File: config.mk
export PLATFORM = sky130hd
export DESIGN_NAME = rats_bank
export DESIGN_NICKNAME = d
export VERILOG_FILES = /design/src/pkg/rats_pkg.sv /design/src/design/rats_decode.sv /design/src/design/rats_field.sv /design/src/design/rats_bank.sv
export SDC_FILE = /design/constraint.sdc
export NUM_CORES = 1
export LEC_CHECK = 0
export BUFFER_PORTS_ARGS = -buffer_cell sky130_fd_sc_hd__buf_2
export CORE_MARGIN = 2
export CORE_UTILIZATION = 40
export CTS_CLUSTER_DIAMETER = 120
export DETAILED_ROUTE_END_ITERATION = 12
export PLACE_DENSITY_LB_ADDON = 0.3
export SLEW_MARGIN = 0
export SYNTH_ARGS = -nofsm -noshare
export SYNTH_HDL_FRONTEND = slang
export SYNTH_SLANG_ARGS = --single-unit
File: constraint.sdc
create_clock -name clk_sys -period 2.2 [get_ports clk_sys]
set_input_delay 0.44 -clock clk_sys [delete_from_list [all_inputs] [get_ports clk_sys]]
set_output_delay 0.44 -clock clk_sys [all_outputs]
set_load 0.005 [all_outputs]
File: src/pkg/rats_pkg.sv
// register access type package: offsets, field layout, reset values,
// access kinds and the request/answer carriers of the register bank.
// assumes a 32-bit data path and byte strobes from the requester.
package rats_pkg;

    localparam int unsigned DATA_W = 32;
    localparam int unsigned OFFS_W = 12;
    localparam int unsigned N_REGS = 8;

    // access kinds that a field may take
    typedef enum logic [2:0] {
        RATS_RW,
        RATS_RO,
        RATS_RC,
        RATS_RWC,
        RATS_RW1C,
        RATS_RW1S,
        RATS_W1C,
        RATS_WO
    } rats_kind_t;

    // byte offsets from the module base
    localparam logic [11:0] OFF_CTRL = 12'h000;
    localparam logic [11:0] OFF_STAT = 12'h004;
    localparam logic [11:0] OFF_EVRC = 12'h008;
    localparam logic [11:0] OFF_ERRS = 12'h00c;
    localparam logic [11:0] OFF_RIS = 12'h010;
    localparam logic [11:0] OFF_ENAS = 12'h014;
    localparam logic [11:0] OFF_ICLR = 12'h018;
    localparam logic [11:0] OFF_CMD = 12'h01c;

    // register indices, one-hot select positions
    localparam int unsigned IX_CTRL = 0;
    localparam int unsigned IX_STAT = 1;
    localparam int unsigned IX_EVRC = 2;
    localparam int unsigned IX_ERRS = 3;
    localparam int unsigned IX_RIS = 4;
    localparam int unsigned IX_ENAS = 5;
    localparam int unsigned IX_ICLR = 6;
    localparam int unsigned IX_CMD = 7;

    // field positions, upper down to lower, inclusive
    localparam int unsigned CFG_HI = 31;
    localparam int unsigned CFG_LO = 15;
    localparam int unsigned MODE_HI = 7;
    localparam int unsigned MODE_LO = 0;
    localparam int unsigned CFG_W = CFG_HI - CFG_LO + 1;
    localparam int unsigned MODE_W = MODE_HI - MODE_LO + 1;
    localparam int unsigned STAT_W = 16;
    localparam int unsigned EV_W = 8;

    // values after reset
    localparam logic [16:0] RST_CFG = 17'h00000;
    localparam logic [15:0] RST_STAT = 16'h0000;
    localparam logic [7:0] RST_MODE = 8'h01;
    localparam logic [7:0] RST_EV = 8'h00;
    localparam logic [7:0] RST_ENAS = 8'h00;
    localparam logic [31:0] RST_CMD = 32'h00000000;
    localparam logic [31:0] RD_UNDEF = 32'h00000000;

    // answer follows the taking edge by this many cycles
    localparam int unsigned RSP_LAT = 1;

    typedef struct packed {
        logic valid;
        logic write;
        logic [31:0] addr;
        logic [31:0] wdata;
        logic [3:0] strb;
    } rats_req_t;

    typedef struct packed {
        logic valid;
        logic err;
        logic [31:0] rdata;
    } rats_rsp_t;

    typedef struct packed {
        logic [15:0] status;
        logic [7:0] evrc_set;
        logic [7:0] errs_set;
        logic [7:0] ris_set;
        logic [7:0] enas_clr;
    } rats_hw_t;

    // expand byte strobes to a bit mask
    function automatic logic [31:0] strb_mask(input logic [3:0] strb);
        logic [31:0] m;
        m = 32'h00000000;
        for (int i = 0; i < 4; i++) begin
            m[i*8 +: 8] = {8{strb[i]}};
        end
        return m;
    endfunction

    // offset to one-hot register select; all zero when unmapped
    function automatic logic [7:0] offs_sel(input logic [11:0] offs);
        logic [7:0] s;
        s = 8'h00;
        unique case (offs)
            OFF_CTRL: s[IX_CTRL] = 1'b1;
            OFF_STAT: s[IX_STAT] = 1'b1;
            OFF_EVRC: s[IX_EVRC] = 1'b1;
            OFF_ERRS: s[IX_ERRS] = 1'b1;
            OFF_RIS: s[IX_RIS] = 1'b1;
            OFF_ENAS: s[IX_ENAS] = 1'b1;
            OFF_ICLR: s[IX_ICLR] = 1'b1;
            OFF_CMD: s[IX_CMD] = 1'b1;
            default: s = 8'h00;
        endcase
        return s;
    endfunction

endpackage

File: src/design/rats_decode.sv
// address decoder of the register bank: base compare plus offset select.
// assumes the base is aligned to the 4 KiB window of the offset field.
`timescale 1ns/1ps
module rats_decode #(
    parameter logic [31:0] BASE = 32'h40000000
) (
    input wire logic [31:0] addr,
    output logic hit,
    output logic [7:0] sel
);
    logic base_ok;

    // upper bits name the module, lower bits the register
    always_comb begin
        base_ok = (addr[31:12] == BASE[31:12]);
        sel = base_ok ? rats_pkg::offs_sel(addr[11:0]) : 8'h00;
        hit = |sel;
    end
endmodule

File: src/design/rats_field.sv
// one register field of a chosen access kind, with hardware set/clear.
// assumes wr and rd are single-cycle and never both high for one field.
`timescale 1ns/1ps
module rats_field #(
    parameter int unsigned W = 8,
    parameter rats_pkg::rats_kind_t KIND = rats_pkg::RATS_RW,
    parameter logic [W-1:0] RST = '0
) (
    input wire logic clk_sys,
    input wire logic rst,
    input wire logic wr,
    input wire logic rd,
    input wire logic [W-1:0] wdata,
    input wire logic [W-1:0] wmask,
    input wire logic [W-1:0] hw_set,
    input wire logic [W-1:0] hw_clr,
    output logic [W-1:0] q
);
    logic [W-1:0] q_r;
    logic [W-1:0] q_nxt;
    logic [W-1:0] wbits;

    // next value per kind; in the RC, RWC, RW1C and W1C kinds hardware set is or-ed last so it wins
    always_comb begin
        wbits = wdata & wmask;
        q_nxt = q_r;
        unique case (KIND)
            rats_pkg::RATS_RW: if (wr) q_nxt = (q_r & ~wmask) | wbits;
            rats_pkg::RATS_RO: q_nxt = hw_set;
            rats_pkg::RATS_RC: q_nxt = (rd ? '0 : q_r) | hw_set;
            rats_pkg::RATS_RWC: q_nxt = (wr ? '0 : q_r) | hw_set;
            rats_pkg::RATS_RW1C,
            rats_pkg::RATS_W1C: q_nxt = (wr ? (q_r & ~wbits) : q_r) | hw_set;
            rats_pkg::RATS_RW1S: q_nxt = (q_r & ~hw_clr) | (wr ? wbits : '0);
            rats_pkg::RATS_WO: if (wr) q_nxt = wbits;
        endcase
    end

    always_ff @(posedge clk_sys) begin
        if (rst) begin
            q_r <= RST;
        end else begin
            q_r <= q_nxt;
        end
    end

    assign q = q_r;
endmodule

File: src/design/rats_bank.sv
// register bank showing each field access kind behind a simple
// request port; one request per cycle, answer one cycle later.
// assumes the requester holds no request open and keeps its own ordering.
// assumes the hardware event inputs are levels in the same clock domain.
//
// Contract
// - clear-on-read field returns value, then clears
// - read-write field stores and returns written value
// - any write clears a write-clear field
// - write-one-clear: zeros keep, ones clear bit
// - write back read status clears only those
// - write-one-set: zeros ignored, readable back
// - write-only one-clear register, undefined read
// - reserved bits read zero, not relied upon
// - register at module base plus fixed offset
// - multi-bit fields occupy contiguous inclusive ranges
// - write-only register accepts writes, reads harmless
// - every field takes its reset value
`timescale 1ns/1ps
module rats_bank #(
    parameter logic [31:0] BASE = 32'h40000000
) (
    input wire logic clk_sys,
    input wire logic rst,
    input wire rats_pkg::rats_req_t req,
    output rats_pkg::rats_rsp_t rsp,
    input wire rats_pkg::rats_hw_t hw,
    output logic [16:0] ctrl_cfg,
    output logic [7:0] ctrl_mode,
    output logic [7:0] ris,
    output logic [7:0] enas,
    output logic [7:0] errs,
    output logic cmd_valid,
    output logic [31:0] cmd_data
);
    // request decode and lane mask
    logic hit;
    logic [7:0] sel;
    logic wr_any;
    logic rd_any;
    logic [7:0] wr_sel;
    logic [7:0] rd_sel;
    logic [31:0] wmask;
    logic [31:0] wdata;

    // field contents that only the read mux sees, and the shared ris write path
    logic [15:0] stat_q;
    logic [7:0] evrc_q;
    logic [7:0] ris_wdata;
    logic [7:0] ris_wmask;
    logic ris_wr;

    // answer and command state
    logic [31:0] rdata;
    rats_pkg::rats_rsp_t rsp_r;
    rats_pkg::rats_rsp_t rsp_nxt;
    logic cmd_valid_r;
    logic cmd_valid_nxt;
    logic [31:0] cmd_data_r;
    logic [31:0] cmd_data_nxt;

    // module base compare plus per-register offset select
    rats_decode #(
        .BASE(BASE)
    ) u_decode (
        .addr(req.addr),
        .hit(hit),
        .sel(sel)
    );

    // a request is taken on the edge that sees valid; no wait states,
    // so every side effect lands on that same edge
    always_comb begin
        wr_any = req.valid && req.write;
        rd_any = req.valid && !req.write;
        wr_sel = wr_any ? sel : 8'h00;
        rd_sel = rd_any ? sel : 8'h00;
        // lane mask built once and shared by every written field; evrc takes none
        wmask = rats_pkg::strb_mask(req.strb);
        wdata = req.wdata;
    end

    // control word: two read-write fields, bits between them reserved
    rats_field #(
        .W(rats_pkg::CFG_W),
        .KIND(rats_pkg::RATS_RW),
        .RST(rats_pkg::RST_CFG)
    ) u_cfg (
        .clk_sys(clk_sys),
        .rst(rst),
        .wr(wr_sel[rats_pkg::IX_CTRL]),
        .rd(1'b0),
        .wdata(wdata[rats_pkg::CFG_HI:rats_pkg::CFG_LO]),
        .wmask(wmask[rats_pkg::CFG_HI:rats_pkg::CFG_LO]),
        .hw_set(17'h00000),
        .hw_clr(17'h00000),
        .q(ctrl_cfg)
    );

    // mode byte on the lowest lane; resets to a non-zero value
    rats_field #(
        .W(rats_pkg::MODE_W),
        .KIND(rats_pkg::RATS_RW),
        .RST(rats_pkg::RST_MODE)
    ) u_mode (
        .clk_sys(clk_sys),
        .rst(rst),
        .wr(wr_sel[rats_pkg::IX_CTRL]),
        .rd(1'b0),
        .wdata(wdata[rats_pkg::MODE_HI:rats_pkg::MODE_LO]),
        .wmask(wmask[rats_pkg::MODE_HI:rats_pkg::MODE_LO]),
        .hw_set(8'h00),
        .hw_clr(8'h00),
        .q(ctrl_mode)
    );

    // status mirror: written data is dropped, so whatever software
    // writes back here has no effect
    rats_field #(
        .W(rats_pkg::STAT_W),
        .KIND(rats_pkg::RATS_RO),
        .RST(rats_pkg::RST_STAT)
    ) u_stat (
        .clk_sys(clk_sys),
        .rst(rst),
        .wr(wr_sel[rats_pkg::IX_STAT]),
        .rd(1'b0),
        .wdata(wdata[15:0]),
        .wmask(wmask[15:0]),
        .hw_set(hw.status),
        .hw_clr(16'h0000),
        .q(stat_q)
    );

    // sticky event bits emptied by the read that reports them; the
    // flop holds the pre-clear value for the answer register
    rats_field #(
        .W(rats_pkg::EV_W),
        .KIND(rats_pkg::RATS_RC),
        .RST(rats_pkg::RST_EV)
    ) u_evrc (
        .clk_sys(clk_sys),
        .rst(rst),
        .wr(1'b0),
        .rd(rd_sel[rats_pkg::IX_EVRC]),
        .wdata(8'h00),
        .wmask(8'h00),
        .hw_set(hw.evrc_set),
        .hw_clr(8'h00),
        .q(evrc_q)
    );

    // error bits: any write, whatever the data or strobes, empties them
    rats_field #(
        .W(rats_pkg::EV_W),
        .KIND(rats_pkg::RATS_RWC),
        .RST(rats_pkg::RST_EV)
    ) u_errs (
        .clk_sys(clk_sys),
        .rst(rst),
        .wr(wr_sel[rats_pkg::IX_ERRS]),
        .rd(1'b0),
        .wdata(wdata[7:0]),
        .wmask(wmask[7:0]),
        .hw_set(hw.errs_set),
        .hw_clr(8'h00),
        .q(errs)
    );

    // interrupt status is cleared through its own readable offset or
    // through the write-only clear offset; both share one storage so
    // an event can never be lost between the two views
    always_comb begin
        ris_wr = wr_sel[rats_pkg::IX_RIS] || wr_sel[rats_pkg::IX_ICLR];
        ris_wdata = wdata[7:0];
        ris_wmask = wmask[7:0];
    end

    rats_field #(
        .W(rats_pkg::EV_W),
        .KIND(rats_pkg::RATS_RW1C),
        .RST(rats_pkg::RST_EV)
    ) u_ris (
        .clk_sys(clk_sys),
        .rst(rst),
        .wr(ris_wr),
        .rd(1'b0),
        .wdata(ris_wdata),
        .wmask(ris_wmask),
        .hw_set(hw.ris_set),
        .hw_clr(8'h00),
        .q(ris)
    );

    // enable bits: software sets with ones, hardware retires them;
    // a software set in the same cycle as a retire keeps the bit
    rats_field #(
        .W(rats_pkg::EV_W),
        .KIND(rats_pkg::RATS_RW1S),
        .RST(rats_pkg::RST_ENAS)
    ) u_enas (
        .clk_sys(clk_sys),
        .rst(rst),
        .wr(wr_sel[rats_pkg::IX_ENAS]),
        .rd(1'b0),
        .wdata(wdata[7:0]),
        .wmask(wmask[7:0]),
        .hw_set(8'h00),
        .hw_clr(hw.enas_clr),
        .q(enas)
    );

    // write-only command word: a write leaves a one-cycle strobe with
    // the strobed lanes; reads neither pulse nor change anything
    always_comb begin
        cmd_valid_nxt = wr_sel[rats_pkg::IX_CMD];
        cmd_data_nxt = cmd_data_r;
        if (wr_sel[rats_pkg::IX_CMD]) begin
            cmd_data_nxt = wdata & wmask;
        end
    end

    // strobe lasts one cycle; the data word holds for the consumer
    // until the next command write, so it may be sampled late
    always_ff @(posedge clk_sys) begin
        if (rst) begin
            cmd_valid_r <= 1'b0;
            cmd_data_r <= rats_pkg::RST_CMD;
        end else begin
            cmd_valid_r <= cmd_valid_nxt;
            cmd_data_r <= cmd_data_nxt;
        end
    end

    // read mux; unused and reserved bits are zero-filled here, but the
    // value is a courtesy only, software must not count on it
    always_comb begin
        rdata = 32'h00000000;
        // select is one-hot or all zero, so at most one item applies
        unique case (1'b1)
            sel[rats_pkg::IX_CTRL]: begin
                rdata[rats_pkg::CFG_HI:rats_pkg::CFG_LO] = ctrl_cfg;
                rdata[rats_pkg::MODE_HI:rats_pkg::MODE_LO] = ctrl_mode;
            end
            sel[rats_pkg::IX_STAT]: begin
                rdata[15:0] = stat_q;
            end
            sel[rats_pkg::IX_EVRC]: begin
                rdata[7:0] = evrc_q;
            end
            sel[rats_pkg::IX_ERRS]: begin
                rdata[7:0] = errs;
            end
            sel[rats_pkg::IX_RIS]: begin
                rdata[7:0] = ris;
            end
            sel[rats_pkg::IX_ENAS]: begin
                rdata[7:0] = enas;
            end
            sel[rats_pkg::IX_ICLR]: begin
                rdata = rats_pkg::RD_UNDEF;
            end
            sel[rats_pkg::IX_CMD]: begin
                rdata = rats_pkg::RD_UNDEF;
            end
            default: rdata = 32'h00000000;
        endcase
    end

    // answer register: exactly one cycle after the taking edge, error
    // flagged for an address outside the map; write data is dropped then
    always_comb begin
        rsp_nxt = '0;
        if (req.valid) begin
            rsp_nxt.valid = 1'b1;
            if (!hit) begin
                // refused: nothing touched, no data returned
                rsp_nxt.err = 1'b1;
            end else if (rd_any) begin
                rsp_nxt.rdata = rdata;
            end
        end
    end

    // answer lives for exactly one cycle
    always_ff @(posedge clk_sys) begin
        if (rst) begin
            rsp_r <= '0;
        end else begin
            rsp_r <= rsp_nxt;
        end
    end

    // every output comes straight from a flop
    assign rsp = rsp_r;
    assign cmd_valid = cmd_valid_r;
    assign cmd_data = cmd_data_r;
endmodule

# Word level (Yosys, flattened, before mapping)
# Index checks and enable logic that the tools add are counted.
# op_classes
reduce_logical	10
eq_ne	8
n_mux	23
n_bitwise	22
# ops
operator	n
$mux 32	2
$eq 12x5->1 const B	4
$mux 8	6
$pmux 8 s6	1
$or 8x8->8	5
$and 17x17->17	2
$mux 34	1
$and 32x32->32	1
$and 8x8->8	4
$eq 12x4->1 const B	2
$not 8->8	3
$eq 20x19->1 const B	1
$not 17->17	1
$or 17x17->17	1
$mux 16	1
$eq 12x3->1 const B	1
$logic_not 12->1	1
$reduce_or 5->1	2
$mux 1	9
$reduce_or 8->1	1
$mux 7	1
$not 1->1	5
$reduce_or 4->1	1
$mux 3	1
5 further kinds	6
# totals
inputBits	120
reg_bits	140

# Longest topological paths before layout
# logic_depth
word_depth	7
mapped_depth	7
depth_no_buf	4

# Cells and area by module
# From an unflattened synthesis, not the netlist that was laid out.
# unflattened
cells_unflattened	562
area_unflattened_um2	5517.8
# by_module_without_submodules
mod	cells_per_inst	area_per_inst_um2	n_inst
rats_bank	263	2456.1	1
rats_field at u_cfg	74	767.0	1
rats_field at u_errs ...	33	304.0	2
rats_field at u_stat	33	464.2	1
rats_field at u_ris	33	355.3	1
rats_field at u_mode	33	332.8	1
rats_field at u_enas	34	306.5	1
rats_decode	26	227.7	1

# Least setup slack after synthesis
# Ideal clock, no wire load.
# synth_timing
kind	in2reg
startpoint	input port req[55] (netlist bit)
endpoint	register with a tool-made name
required_time_ns	2.068
setup_ns	0.132
t_arrival_ns	1.841
path_buffers	3
path_slack_ns	0.227
stages	7
path_cell_list	nor4_2 -> nand4_4 -> buf_6 -> buf_2 -> buf_2 -> o31ai_1 -> a21oi_1
# synth_rtl
element	line_no	source
from (decl)	rats_bank.sv:25	input wire rats_pkg::rats_req_t req,

# Worst setup path in the final report
# layout_timing
startpoint	input port req[59] (netlist bit)
endpoint	register cmd_data_r[16] (netlist: cmd_data[16])
# layout_between
elab_chain_cells	3
# layout_rtl
element	line_no	source
$eq 20x19->1	rats_decode.sv:15	base_ok = (addr[31:12] == BASE[31:12]);
$mux 8	rats_decode.sv:16	sel = base_ok ? rats_pkg::offs_sel(addr[11:0]) : 8'h00;
$mux 8	rats_bank.sv:76	wr_sel = wr_any ? sel : 8'h00;
to (signal assigned)	rats_bank.sv:228	cmd_data_r <= rats_pkg::RST_CMD;
to (signal assigned)	rats_bank.sv:231	cmd_data_r <= cmd_data_nxt;
to (decl)	rats_bank.sv:59	logic [31:0] cmd_data_r;
# Every way passes these cells.
# A chain may end at the register's enable or synchronous reset.

==> results.md <==
* Status: completed
* Initial antenna violation count at 1
* Top_reg_cell synth: dfxtp_1
* WP data required at 2.53 ns
* # Post-CTS Setup Buffers at 0
* GRT Total Usage at 0.2187
* Core footprint at ~14,000 sq um
* Post-synth cell types at 44
* Worst hold path class: primary input to flip-flop
* Crit path max fanout at 66
* RSZ-0062 raised after global routing: false
* Post-Route Setup TNS at 0 ns
* Largest net degree at the start of global routing at 91
* # H-tree levels at 4
* Via count at 5,607
* Die Ht at 125.7 um
* Endpoints failing setup at 0
* Layout area overhead at 33.76%
* CTS tree: yes
* Kind of start point of the critical path: primary input
* Setup Crit Path Kind: primary input to flip-flop
* Gate Count Post-Synth at roughly 630
* Flops & latches, synth at 140
* Horiz. Die Dim at roughly 130 um
* Post-synth ARST share at 0
* Final net count at around 970
* Syn Nets at ~750
* Syn avg cell area at around 9.4 sq um
* Wire length per cell at approximately 17 um
* Buffer depth of the longest clock path at 2
* DP Wirelength at around 13,000 um
* Highest clock rate at between 500 and 600 MHz
* # rows at between 40 and 50
* Max VDD drop at 0.0005041 V
* Psw at 0.001323 W
* Syn. warnings at 0
* Final Wtd Congestion at just over 0.8
* Period Utilization, post-route at 0.7978
* Endpoints failing hold at 0
* Clock Skew at between 0.009 and 0.01 ns
* Die area at ~16,000 sq um
* Power density over cell area at approximately 760 nW/um^2
* First-iteration detailed-routing DRC count at ~400
* Slew @ Worst Pin at ~0.86 ns
* Detail Route Antenna Nets at 0
* DRC viols at 0
* Post-CTS sizing at 0
* Post-synth EDFFs at 0
* Leak at around 3.7 nW
* IO Count at 236
* Final Routed Wirelength at between 15,000 and 20,000 um
* Clk Latency, worst-skew pair at about 0.41 ns
* Logic gate share of total power at 0.066
* Most frequent cells in the layout: buf_2 (234), dfxtp_1 (140), o31ai_1 (56), a21oi_1 (56), nand2_1 (52)
* FF/Latch Area at about 2800 sq um
* Setup crit end kind: flip-flop
* Commonest non-fill, non-tap cell in the layout: buf_2
* Final Util at 0.5468
* Vias in the first global route at a little over 5,000
* First-pass GRT wire length at roughly 28,000 um
* Via density at around 5.4
* Clock sinks at between 100 and 150
* Reg clk slew, reported paths at roughly 0.060 ns
* Area occupied by multi-input gates at between 2000 and 3000 sq um
* Cts bufs inserted at 17
* Clock network fraction of total power at 0.501
* Mapped Area at just under 6000 sq um
* Minimum clock period at 1.755 ns
* Reg power frac at 0.433
* CTS Hold Bufs at 0
* Slew HR at 0.4238
* Cell internal pwr at 0.004716 W
* MaxCap Viol Count at 0
* Root Buffer: clkbuf_16
* Buffers on Ports at roughly 240
* Fillers at about 1,400
* Max-slew violations at 0
* Initial Utilization at 0.4088
* GR Overflow Total at 0
* Register area share after synthesis at 0.4735
* Switching Share at 0.2191
* First-pass iteration count of the detailed router at 5
* Layout cells sized above 1 at 0.3542
* Critical path arrival at around 2.1 ns
[layout make-up]
| cell class | instances | area share |
|---|---|---|
| Inverter | 9 | 0.004267 |
| Clock buffer | 22 | 0.05863 |
| Timing Repair Buffer | 259 | 0.1795 |
| Clock inverter | 10 | 0.02070 |
| Sequential cell | 140 | 0.3540 |
| Multi-Input combinational cell | 421 | 0.3535 |
| Tap cell | 184 | 0.02908 |
| Antenna cell | 1 | 0.0003161 |
[layer usage]
layer | share of wire | wire (um) | global-route usage | vias up
met2 | 0.46 | 8221 | 0.3488 | 225
met4 | 0.0076 | 135 | 0.06144 | 0
met5 | 0 | 0 | 0 | -
li1 | - | - | - | 2777
met3 | 0.095 | 1695 | 0.07901 | 13
met1 | 0.43 | 7737 | 0.2804 | 2592
[path summary, 6_finish.rpt]
path	from	end	slack, ns	cells past startpoint
hold / removal	hw[37]	u_stat.q[5]	0.23	2
hold reg to reg	u_stat.q[10]	rsp[10]	0.45	1
setup reg to reg	flip-flop	rsp[6]	1.23	3
setup / recovery	req[59]	cmd_data[16]	0.44	6
[power by group through the flow]
stage	clock network [W]	logic, W	registers [W]
detailed placement	0	0.000396	0.00267
finish	0.00303	0.000399	0.00261
floorplan	0	0.000181	0.00266
global placement	0	0.000393	0.00267
CTS	0.00308	0.000398	0.00261
global route	0.00319	0.000437	0.00262
[cell usage after synthesis, types with 2 or more instances]
master / instances / area (sq um)
a211oi_1: 8 / 60.06
a21o_1: 8 / 60.06
a21oi_1: 56 / 280.3
a311oi_1: 16 / 140.1
and2_1: 18 / 112.6
and3_1: 7 / 43.79
and4_1: 2 / 17.52
buf_1: 7 / 26.28
buf_2: 7 / 35.03
buf_6: 5 / 56.30
clkbuf_1: 41 / 153.9
clkbuf_2: 2 / 10.01
dfxtp_1: 140 / 2803
inv_1: 9 / 33.78
mux2i_1: 17 / 170.2
nand2_1: 52 / 195.2
nand2b_1: 2 / 12.51
nand3_1: 3 / 15.01
nand4_1: 24 / 150.1
nand4_4: 3 / 63.81
nor2_1: 41 / 153.9
nor2b_1: 19 / 118.9
nor3_1: 2 / 10.01
nor3_2: 2 / 20.02
nor3b_1: 9 / 67.56
nor4_2: 3 / 37.54
nor4_4: 4 / 85.08
nor4b_4: 2 / 47.55
o211a_1: 8 / 80.08
o211ai_1: 8 / 60.06
o21ai_0: 8 / 40.04
o31ai_1: 56 / 420.4
or4_1: 33 / 247.7
[worst max-delay path: stages]
cell,delay [ns]
buf_2,0.10
nor4_2,0.39
nand4_4,0.19
buf_12,0.23
or4_1,0.54
a21oi_1,0.16
[metrics by stage]
step                instances  power (W)  setup slack (ns)  area (sq um)  hold slack (ns)
floorplan                 633   0.002843            0.2268          5919           0.4290
global placement         1013   0.003060           0.06802          7287           0.4357
detailed placement       1013   0.003064           0.04219          7287           0.4367
CTS                      1045   0.006088            0.4806          7915           0.2189
global route             1045   0.006243            0.3669          7915           0.2268
finish                   1046   0.006039            0.4448          7918           0.2349
[cell families after synthesis]
kind of cell           synth area share
AOI/OAI and AO/OA                0.1951
buffers and inverters           0.05453
DFF                              0.4735
muxes                           0.02875
and+or+nand+nor                  0.2482
Power figures use the tool's default switching activity.
